**config.mk**
```make
export PLATFORM = sky130hd
export DESIGN_NAME = cdus_update_scheduler
export DESIGN_NICKNAME = d
export VERILOG_FILES = /design/src/common/cdus_pkg.sv /design/src/logic/cdus_strobe_sync.sv /design/src/logic/cdus_update_scheduler.sv
export SDC_FILE = /design/constraint.sdc
export NUM_CORES = 1
export LEC_CHECK = 0
export BUFFER_PORTS_ARGS = -buffer_cell sky130_fd_sc_hd__clkbuf_2
export CELL_PAD_IN_SITES_DETAIL_PLACEMENT = 2
export CELL_PAD_IN_SITES_GLOBAL_PLACEMENT = 2
export CORE_UTILIZATION = 40
export CTS_BUF_LIST = sky130_fd_sc_hd__clkbuf_8
export CTS_CLUSTER_DIAMETER = 200
export CTS_CLUSTER_SIZE = 28
export DETAILED_ROUTE_END_ITERATION = 16
export PLACE_DENSITY_LB_ADDON = 0.1
export SLEW_MARGIN = 30
export SYNTH_ARGS = -nofsm -noshare
export SYNTH_HDL_FRONTEND = slang
export SYNTH_SLANG_ARGS = --single-unit
```
**constraint.sdc**
```tcl
create_clock -name ref_clk -period 3.7 [get_ports ref_clk]
set_clock_uncertainty 0.2 [all_clocks]
set_input_delay 0.37 -clock ref_clk [delete_from_list [all_inputs] [get_ports ref_clk]]
set_output_delay 0.37 -clock ref_clk [all_outputs]
set_load 0.01 [all_outputs]
```
**src/common/cdus_pkg.sv**
```systemverilog
// Shared constants, carriers and helpers for the current DAC update scheduler.
package cdus_pkg;

    ////////////////////////////////////////////////////////////////////////////////
    // Widths and field positions.
    localparam int DATA_W       = 10;
    localparam int BYTE_W       = 8;
    localparam int LOW_KEEP_MSB = 7;
    localparam int LOW_KEEP_LSB = 6;
    localparam int TIMER_N      = 4;

    ////////////////////////////////////////////////////////////////////////////////
    // Update source encodings (update_source_select).
    localparam logic [2:0] SRC_TIMER3   = 3'h3;
    localparam logic [2:0] SRC_RISE     = 3'h4;
    localparam logic [2:0] SRC_FALL     = 3'h5;
    localparam logic [2:0] SRC_BOTH     = 3'h6;
    localparam logic [2:0] SRC_ONDEMAND = 3'h7;

    ////////////////////////////////////////////////////////////////////////////////
    // Full-scale codes and one-hot current ranges.
    localparam logic [1:0] FS_CODE_HALF  = 2'h0;
    localparam logic [1:0] FS_CODE_ONE   = 2'h1;
    localparam logic [2:0] FS_HOT_HALF   = 3'h1;
    localparam logic [2:0] FS_HOT_ONE    = 3'h2;
    localparam logic [2:0] FS_HOT_TWO    = 3'h4;
    localparam logic [2:0] FS_HOT_RESET  = 3'h4;

    ////////////////////////////////////////////////////////////////////////////////
    // Reset values.
    localparam logic [DATA_W-1:0] WORD_RESET = 10'h000;
    localparam logic [BYTE_W-1:0] BYTE_RESET = 8'h00;

    // Processor write to the data bytes.
    typedef struct packed {
        logic              we_high;
        logic              we_low;
        logic [BYTE_W-1:0] data;
    } cdus_wr_t;

    // Ownership and drive state of the shared port pin.
    typedef struct packed {
        logic gpio_owned;
        logic drv_off;
        logic pullup_off;
        logic analog_on;
    } cdus_pin_t;

    localparam cdus_pin_t PIN_RESET = 4'h8;

    // Left-justified word: high byte on top, two top bits of the low byte below.
    function automatic logic [DATA_W-1:0] cdus_compose(input logic [BYTE_W-1:0] hi,
                                                       input logic [BYTE_W-1:0] lo);
        cdus_compose = {hi, lo[LOW_KEEP_MSB:LOW_KEEP_LSB]};
    endfunction

    // Full-scale code to one-hot current range; 1x selects the top range.
    function automatic logic [2:0] cdus_fs_decode(input logic [1:0] code);
        case (code)
            FS_CODE_HALF: cdus_fs_decode = FS_HOT_HALF;
            FS_CODE_ONE:  cdus_fs_decode = FS_HOT_ONE;
            default:      cdus_fs_decode = FS_HOT_TWO;
        endcase
    endfunction

endpackage

```
**src/logic/cdus_strobe_sync.sv**
```systemverilog
// Three-stage synchroniser and filtered edge detector for the convert strobe pin.
module cdus_strobe_sync (
    // Clock and reset.
    input  logic ref_clk,
    input  logic rst_n,
    // Asynchronous pin.
    input  logic pin,
    // Registered one-cycle edge pulses.
    output logic rise_q,
    output logic fall_q
);
    logic       s1_q;
    logic       s2_q;
    logic       s3_q;
    logic [2:0] fill_q;
    logic       level_q;
    logic       primed_q;

    ////////////////////////////////////////////////////////////////////////////////
    // Stage one feeds stage two only, to keep metastability contained.
    always_ff @(posedge ref_clk or negedge rst_n) begin
        if (!rst_n) begin
            s1_q <= 1'b0;
            s2_q <= 1'b0;
            s3_q <= 1'b0;
        end else begin
            s1_q <= pin;
            s2_q <= s1_q;
            s3_q <= s2_q;
        end
    end

    // Marks which stages hold real pin samples rather than reset zeros, so the
    // reset value of the chain is never mistaken for the pin's level.
    always_ff @(posedge ref_clk or negedge rst_n) begin
        if (!rst_n) begin
            fill_q <= 3'h0;
        end else begin
            fill_q <= {fill_q[1:0], 1'b1};
        end
    end

    // A level counts only once stages two and three agree; the first agreement
    // of real samples primes the level without an edge, so an idle-high pin is quiet.
    always_ff @(posedge ref_clk or negedge rst_n) begin
        if (!rst_n) begin
            level_q  <= 1'b0;
            primed_q <= 1'b0;
            rise_q   <= 1'b0;
            fall_q   <= 1'b0;
        end else begin
            rise_q <= 1'b0;
            fall_q <= 1'b0;
            if (fill_q[2] && (s2_q == s3_q)) begin
                primed_q <= 1'b1;
                level_q  <= s3_q;
                if (primed_q && (s3_q != level_q)) begin
                    rise_q <= s3_q;
                    fall_q <= ~s3_q;
                end
            end
        end
    end
endmodule

```
**src/logic/cdus_update_scheduler.sv**
```systemverilog
// Update scheduler for a 10-bit current-output DAC with held data bytes.
// Behaviour
// - Latched 10-bit word alone sets output current.
// - Three full-scale ranges: 0.5, 1, 2 mA.
// - Disabled: pin stays GPIO, DAC disconnected.
// - Enabled: driver, pull-up off; DAC connected.
// - Bias generator runs whenever DAC enabled.
// - Mode 111: high-byte write updates latches.
// - On-demand: low-byte write held until high write.
// - Modes 000-011: hold until timer 0-3 overflow.
// - Trigger copies both bytes together into latches.
// - Modes 100/101/110: strobe rise, fall, both edges.
// - Word left-justified: high[7:0], low[7:6].
// - Full-scale 00/01/1x; 2 mA after reset.
module cdus_update_scheduler (
    // Clock and reset.
    input  logic                             ref_clk,
    input  logic                             rst_n,
    // Control bits.
    input  logic                             dac_enable,
    input  logic [2:0]                       update_source_select,
    input  logic [1:0]                       full_scale_select,
    // Data byte writes.
    input  cdus_pkg::cdus_wr_t               wr,
    // Trigger sources.
    input  logic [cdus_pkg::TIMER_N-1:0]     timer_ovf,
    input  logic                             external_convert_strobe,
    // Converter side.
    output logic [cdus_pkg::DATA_W-1:0]      dac_word_q,
    output logic [2:0]                       fs_range_q,
    output logic                             bias_en_q,
    // Shared pin control.
    output cdus_pkg::cdus_pin_t              pin_q
);
    import cdus_pkg::*;

    logic [BYTE_W-1:0]  high_q;
    logic [BYTE_W-1:0]  low_q;
    logic [TIMER_N-1:0] tmr_prev_q;
    logic [TIMER_N-1:0] tmr_rise;
    logic               strb_rise;
    logic               strb_fall;
    logic               fire;
    logic               demand;

    ////////////////////////////////////////////////////////////////////////////////
    // Strobe pin synchroniser.
    cdus_strobe_sync u_sync (
        .ref_clk (ref_clk),
        .rst_n   (rst_n),
        .pin     (external_convert_strobe),
        .rise_q  (strb_rise),
        .fall_q  (strb_fall)
    );

    ////////////////////////////////////////////////////////////////////////////////
    // Data holding registers; they never drive the output directly.
    always_ff @(posedge ref_clk or negedge rst_n) begin
        if (!rst_n) begin
            high_q <= BYTE_RESET;
            low_q  <= BYTE_RESET;
        end else begin
            if (wr.we_high) begin
                high_q <= wr.data;
            end
            if (wr.we_low) begin
                low_q <= wr.data;
            end
        end
    end

    // Timer overflows share our clock, so no synchroniser; an overflow held
    // high for several cycles still counts once.
    always_ff @(posedge ref_clk or negedge rst_n) begin
        if (!rst_n) begin
            tmr_prev_q <= '0;
        end else begin
            tmr_prev_q <= timer_ovf;
        end
    end

    assign tmr_rise = timer_ovf & ~tmr_prev_q;
    assign demand   = (update_source_select == SRC_ONDEMAND) && wr.we_high;

    // Trigger selection for the held modes.
    always_comb begin
        fire = 1'b0;
        case (update_source_select)
            SRC_RISE: fire = strb_rise;
            SRC_FALL: fire = strb_fall;
            SRC_BOTH: fire = strb_rise | strb_fall;
            SRC_ONDEMAND: fire = 1'b0;
            default: begin
                if (update_source_select <= SRC_TIMER3) begin
                    fire = tmr_rise[update_source_select[1:0]];
                end
            end
        endcase
    end

    ////////////////////////////////////////////////////////////////////////////////
    // Input latches. A held-mode trigger takes the bytes as they stood before a
    // write in the same cycle, so a late write waits for the next trigger.
    always_ff @(posedge ref_clk or negedge rst_n) begin
        if (!rst_n) begin
            dac_word_q <= WORD_RESET;
        end else if (demand) begin
            dac_word_q <= cdus_compose(wr.data, low_q);
        end else if (fire) begin
            dac_word_q <= cdus_compose(high_q, low_q);
        end
    end

    // Full-scale range; the top range stands from reset.
    always_ff @(posedge ref_clk or negedge rst_n) begin
        if (!rst_n) begin
            fs_range_q <= FS_HOT_RESET;
        end else begin
            fs_range_q <= cdus_fs_decode(full_scale_select);
        end
    end

    // Pin takeover and bias; bias is left off while disabled to save current.
    always_ff @(posedge ref_clk or negedge rst_n) begin
        if (!rst_n) begin
            pin_q     <= PIN_RESET;
            bias_en_q <= 1'b0;
        end else begin
            pin_q.gpio_owned <= ~dac_enable;
            pin_q.drv_off    <= dac_enable;
            pin_q.pullup_off <= dac_enable;
            pin_q.analog_on  <= dac_enable;
            bias_en_q        <= dac_enable;
        end
    end
endmodule

```
==> run_results.csv, run 1 <==
group,metric,value,unit
synthesis,net_count_of_the_mapped_netlist,126,
critical_path,arrival,2580,ps
critical_path,setup.worst_path.end_class,"flop",
status,outcome,"finished, violations left",
routing,route.detailed.vias_per_inst,5.00,
floorplanning,die_x,64.8,um
synthesis,yosysWarningCount,0,
sta,rsz0062_at_grt,"no",
critical_path,crit_type,"input pin to flop",
routing,routed_wirelength,3.29,mm
sta,final.min_clock_period,2600,ps
floorplanning,initial_core_util,42.5,%
synthesis,synth_cells,103,
floorplanning,floorplan.die_area,4200,um2
critical_path,critical_path.max_fanout,10,
layout,drive_gt1_share,52.3,%
sta,finalSetupViolations,0,
layout,final_net_count,173,
clock_network,cts-buffers-inserted,5,
clock_network,h-tree-depth,2,
place,port_buffers,40,
global_route,overflow,0,
place,detailedPlacementHpwl,2.27,mm
synthesis,synth_cell_types,24,
synthesis,synthesis.area,1580,um2
run,timing.max_cap.violations,0,
sta,hold_worst_slack,-30.4,ps
layout,seq_area,978,um2
clock_network,cts_buffer_depth,2,
status,violations_in_the_final_reports,"hold timing",
routing,detail_route.wl_per_cell,16.5,um
synthesis,avgSynthCellArea,15.3,um2
floorplanning,dieHeight,64.8,um
clock_network,clock_latency,290,ps
critical_path,cp-start-kind,"input pin",
global_route,grt_start_max_net_pins,40,
clock_network,clock_sink_count,39,
layout,insertedDiodeCount,0,
worst_hold_path,min_path_type,"input pin to async pin",
clock_network,post_cts_clock_slew_at_the_launch_and_capture_registers_of_the_worst_setup_and_hold_paths,80,ps
pwr,vdd_drop_max,321,uV
floorplanning,std_cell_rows,22,
global_route,grt_pass1_vias,1167,
clock_network,tritoncts,"built",
sta,report.final.slew_viol_count,0,
floorplanning,core_area,3720,um2
sta,layout_worst_path_cycle_share,70.2,%
routing,dr.first_iter.drc_count,25,
clock_network,postCtsSetupRepairBufs,0,
global_route,first_pass_grt_wire_length,5.55,mm
routing,final_antenna_net_count,0,
sta,worst_slew_pin_slew,829,ps
critical_path,worst_ep_required_time,3680,ps
clock_network,root_buffer,"clkbuf_8",
sta,max_freq,385,MHz
sta,finalSetupTns,0,ps
floorplanning,top_level_ports,41,
synthesis,synth.ff_latch_count,39,
global_route,grt_usage,18.6,%
global_route,initial_antenna_violation_count,0,
layout,multi_input_area,537,um2
routing,dr.pass1.iters,2,
sta,finalHoldViolCount,37,
routing,dr_total_vias,995,
layout,area_delta_synth_final,25.0,%
pwr,power.leakage,0.947,nW
place,gpl.final_weighted_congestion,0.760,
routing,remaining_drc_errors,0,
synthesis,yosysSeqAreaShare,62.0,%
sta,max-slew-margin-rel,44.7,%
pwr,power_per_cell_area,535,nW/um2
layout,fillerInstances,373,
-- stage by stage --
stage	area, um2	utilization (%)	power, mW	cells	setup WS, ps
floorplan	1580	-	0.615	103	1620
global placement	1780	48.0	0.676	184	1170
detailed placement	1780	48.0	0.688	184	1060
CTS	1970	53.1	1.08	199	1120
global route	1970	53.1	1.10	199	1020
finish	1970	53.1	1.06	199	1100
-- flip-flops by register name, indices dropped and copies added, names as in the netlist --
signal and flops:
pin_q 2, u_sync.s2_q 1, u_sync.primed_q 1, dac_word_q 10, fs_range_q 3, u_sync.fill_q 3
tmr_prev_q 4, u_sync.rise_q 1, u_sync.level_q 1, high_q 8, u_sync.s1_q 1, u_sync.s3_q 1
u_sync.fall_q 1, low_q 2
-- cells in the mapped netlist (all sizes together) --
master / number / area (um2)
and3b: 1 / 8.76
clkbuf: 1 / 3.75
nor3: 1 / 5.00
nand2: 2 / 7.51
nand2b: 1 / 6.26
nand4: 1 / 6.26
or4: 1 / 7.51
nor2: 3 / 11.3
conb: 1 / 3.75
inv: 2 / 7.51
buf: 6 / 52.6
a2111oi: 3 / 26.3
nor2b: 4 / 25.0
nor4b: 3 / 26.3
a21o: 1 / 7.51
a21oi: 2 / 10.0
dfrtp: 37 / 926
dfstp: 2 / 52.6
mux2: 29 / 364
nor3b: 1 / 12.5
xnor2: 1 / 8.76
-- worst max-delay path: stages --
cell and delay, ps:
dlygate4sd3_1 530, clkbuf_2 110, nor3b_2 210, nor4b_1 90, or4_1 860, mux2_4 420
-- where the power goes --
| part | total, mW | leakage, nW | switching, mW | internal (mW) |
|---|---|---|---|---|
| combinational | 0.175 | 0.427 | 0.0748 | 0.100 |
| clock | 0.376 | 0.0618 | 0.154 | 0.222 |
| sequential | 0.506 | 0.458 | 0.0292 | 0.477 |
-- final timing paths --
check / to / slack (ps) / from / cells past startpoint
worst max-delay path: dac_word_q[3] / 1100 / timer_ovf[2] / 6
worst min-delay path: tmr_prev_q[2] / -30 / rst_n / 1
worst max register to register: dac_word_q[3] / 1340 / u_sync.fall_q / 4
worst min register to register: u_sync.fill_q[2] / 150 / u_sync.fill_q[1] / 0
max in group asynchronous: dac_word_q[2] / 2810 / rst_n / 1
min in group ref_clk: fs_range_q[0] / 30 / full_scale_select[0] / 2
-- per-layer routing --
layer / global-route usage [%] / up-vias / routed length (um)
met5: 0 / - / 0
met4: 10.0 / 0 / 68
met1: 20.1 / 505 / 1250
met2: 33.1 / 33 / 1790
li1: - / 450 / -
met3: 4.75 / 7 / 174
-- layout by cell type, fill, tap and decap left out, drive strengths merged --
cell type    count
nor2             3
or4              1
a21oi            2
nor3b            1
conb             1
mux2            29
nor4b            3
dlygate4sd3      7
nor3             1
dfrtp           37
a21o             1
buf              1
xnor2            1
bufinv           1
nand4            1
nor2b            4
inv              3
nand2b           1
and3b            1
a2111oi          3
clkbuf          45
nand2            2
dfstp            2
-- layout make-up --
class                           count  share of cell area (%)
Sequential cell                    39                    49.6
Multi-Input combinational cell     55                    27.2
Timing Repair Buffer               47                    13.7
Clock buffer                        6                    4.18
Tap cell                           48                    3.04
Clock inverter                      2                    1.96
Inverter                            2                   0.380
-- repair_timing --
action / 4_1_cts / 5_1_grt
hold endpoints to repair: 8 / 0
hold buffers: 7 / 0
gates resized for setup: 0 / 0
-- cells by family (layout without fill, tap and decap cells) --
| family | after synthesis | in the layout | synth area share (%) |
|---|---|---|---|
| flip-flops | 39 | 39 | 62.0 |
| multiplexers | 29 | 29 | 23.1 |
| AND/OR/NAND/NOR | 18 | 18 | 7.37 |
| buffers and inverters | 9 | 57 | 4.04 |
| AO/OA/AOI/OAI | 6 | 6 | 2.77 |
| other | 1 | 1 | 0.237 |
| XOR/XNOR | 1 | 1 | 0.555 |
No activity file was read; power rests on OpenSTA's default activity.
==> run 2: changes to the inputs <==
--- a/config.mk
+++ b/config.mk
@@ -8,7 +8,7 @@
 export BUFFER_PORTS_ARGS = -buffer_cell sky130_fd_sc_hd__clkbuf_2
 export CELL_PAD_IN_SITES_DETAIL_PLACEMENT = 2
 export CELL_PAD_IN_SITES_GLOBAL_PLACEMENT = 2
-export CORE_UTILIZATION = 40
+export CORE_UTILIZATION = 37
 export CTS_BUF_LIST = sky130_fd_sc_hd__clkbuf_8
 export CTS_CLUSTER_DIAMETER = 200
 export CTS_CLUSTER_SIZE = 28
==> constraint.sdc (replaced) <==
create_clock -name ref_clk -period 2.45 [get_ports ref_clk]
set_clock_uncertainty 0.2 [all_clocks]
set_input_delay 0.245 -clock ref_clk [delete_from_list [all_inputs] [get_ports ref_clk]]
set_output_delay 0.245 -clock ref_clk [all_outputs]
set_load 0.01 [all_outputs]
==> run 2 against run 1 <==
Compared with the run above:
- the run now ends clean
- critical endpoint is now dac_word_q[2]
- register-to-register slack worse by 910 ps
- sequential power up 52%
- via count up 2.5%
- hold slack better by 45 ps
- clock power up 14%
- routed wire length up 2.9%
- critical path depth up 1
- cell count up 5.5%
- first-iteration DRC count down 4.0%
- highest routed layer unchanged
- largest power group unchanged
==> run_results.csv, run 2 (same netlist as run 1, synthesis figures left out) <==
group,metric,value,unit
global_route,grt_pass1_vias,1133,
floorplanning,top_level_ports,41,
pwr,p_sw_share,26.5,%
routing,dr_total_vias,1020,
pwr,power.clock.fraction,29.1,%
critical_path,worst_path_largest_cell_delay,540,ps
clock_network,clock_sink_count,39,
layout,layout_top_registers,"dac_word_q: 10 flops, high_q: 8 flops, tmr_prev_q: 4 flops",
clock_network,h-tree-depth,2,
critical_path,worst_ep_required_time,2430,ps
place,gpl.final_weighted_congestion,0.718,
layout,design_area,2030,um2
pwr,sequentialPowerShare,52.2,%
critical_path,critPathSlowestCell,"dlygate4sd3_1",
floorplanning,floorplan.die_area,4530,um2
floorplanning,die_x,67.3,um
routing,final_antenna_net_count,0,
layout,area_delta_synth_final,28.4,%
layout,final_net_count,182,
worst_hold_path,min_path_type,"input pin to flop",
layout,fillerInstances,399,
clock_network,cts-buffers-inserted,5,
sta,max-slew-margin-rel,64.9,%
layout,insertedDiodeCount,0,
routing,detail_route.wl_per_cell,16.1,um
critical_path,setup.worst_path.end_class,"flop",
place,detailedPlacementHpwl,2.31,mm
place,place_inst,189,
critical_path,critical_path.max_fanout,10,
routing,routed_wirelength,3.39,mm
critical_path,crit_type,"input pin to flop",
sta,max_freq,440,MHz
sta,rsz0062_at_grt,"no",
routing,dr.pass1.iters,4,
critical_path,critical-path-top-delay-family,"buffers and inverters",
layout,largest_reg_flops,10,
place,post_dp_cell_area,1810,um2
floorplanning,core_area,4060,um2
critical_path,crit_path_cell_trace,"dlygate4sd3_1 > clkbuf_2 > nor2b_1 > a2111oi_0 > or4_1 > buf_4 > mux2_4",
floorplanning,dieHeight,67.3,um
floorplanning,std_cell_rows,23,
run,timing.max_cap.violations,0,
layout,drive_gt1_share,51.2,%
status,outcome,"completed",
pwr,vdd_drop_max,397,uV
critical_path,worstPathBufferInverterCount,3,
clock_network,cts_buffer_depth,2,
pwr,power_frac_comb,18.7,%
global_route,initial_antenna_violation_count,0,
place,port_buffers,40,
pwr,netSwitchingPower,389,uW
critical_path,arrival,2250,ps
sta,final.min_clock_period,2270,ps
floorplanning,initial_core_util,38.9,%
clock_network,tritoncts,"built",
global_route,grt_start_max_net_pins,40,
global_route,overflow,0,
clock_network,post_cts_clock_slew_at_the_launch_and_capture_registers_of_the_worst_setup_and_hold_paths,80,ps
layout,post_layout_nonfiller_instances,210,
layout,largest-register,"dac_word_q",
layout,final_common_cell,"clkbuf_2",
routing,route.detailed.vias_per_inst,4.86,
sta,finalSetupTns,0,ps
sta,report.final.slew_viol_count,0,
global_route,first_pass_grt_wire_length,5.26,mm
global_route,grt_usage,16.7,%
sta,finalHoldViolCount,0,
layout,final_cell_mix,"40 x clkbuf_2, 37 x dfrtp_1, 18 x mux2_2, 13 x dlygate4sd3_1, 10 x mux2_4",
pwr,power.leakage,0.965,nW
sta,layout_worst_path_cycle_share,92.8,%
clock_network,cts.repair.resized,0,
critical_path,cp-start-kind,"input pin",
clock_network,clock_latency,290,ps
routing,dr.first_iter.drc_count,24,
pwr,power_per_cell_area,724,nW/um2
pwr,cell_internal_pwr,1.08,mW
clock_network,root_buffer,"clkbuf_8",
sta,worst_slew_pin_slew,514,ps
routing,remaining_drc_errors,0,
sta,finalSetupViolations,0,
-- run 2: path summary, 6_finish.rpt --
check / slack, ps / startpoint / cells past startpoint / end
max in group asynchronous: 1350 / rst_n / 3 / pin_q[3]
worst max register to register: 430 / u_sync.fall_q / 5 / dac_word_q[2]
worst min register to register: 150 / u_sync.s1_q / 0 / u_sync.s2_q
min in group asynchronous: 340 / rst_n / 3 / tmr_prev_q[2]
worst min-delay path: 10 / wr[7] / 2 / low_q[7]
worst max-delay path: 180 / timer_ovf[1] / 7 / dac_word_q[2]
-- run 2: routing by layer --
layer	global-route usage, %	share of wire [%]
met2	29.5	54
met3	5.41	4.9
met1	18.0	40
met5	0	0
met4	7.98	1.3
-- run 2: area by class of cell --
type | instances | area [um2] | area share [%]
multi-input combinational | 55 | 537 | 26.5
tap | 50 | 62.6 | 3.09
sequential | 39 | 978 | 48.3
inverter | 2 | 7.51 | 0.370
clock buffer | 5 | 68.8 | 3.40
timing repair buffer | 56 | 353 | 17.4
clock inverter | 3 | 20.0 | 0.988
-- run 2: repair_timing --
item / 4_1_cts / 5_1_grt
setup buffers: 0 / 0
endpoints found under the hold margin: 50 / 1
hold buffers: 12 / 1
-- run 2: power groups by stage --
stage	Clock, mW	Combinational [mW]	Sequential [mW]
2_1_floorplan	0	0.138	0.791
3_3_place_gp	0	0.251	0.775
3_5_place_dp	0	0.263	0.779
4_1_cts	0.447	0.279	0.768
5_1_grt	0.468	0.299	0.777
6_report	0.427	0.274	0.767
-- run 2: stage by stage --
stage | total power [mW] | setup WS (ps) | utilization [%] | hold slack, ps
global placement | 1.03 | 340 | 44.6 | 124
detailed placement | 1.04 | 303 | 44.6 | 132
global route | 1.54 | 56.2 | 50.0 | 14.1
CTS | 1.49 | 151 | 49.7 | 0.115
floorplan | 0.929 | 494 | - | -251
finish | 1.47 | 177 | 50.0 | 14.6
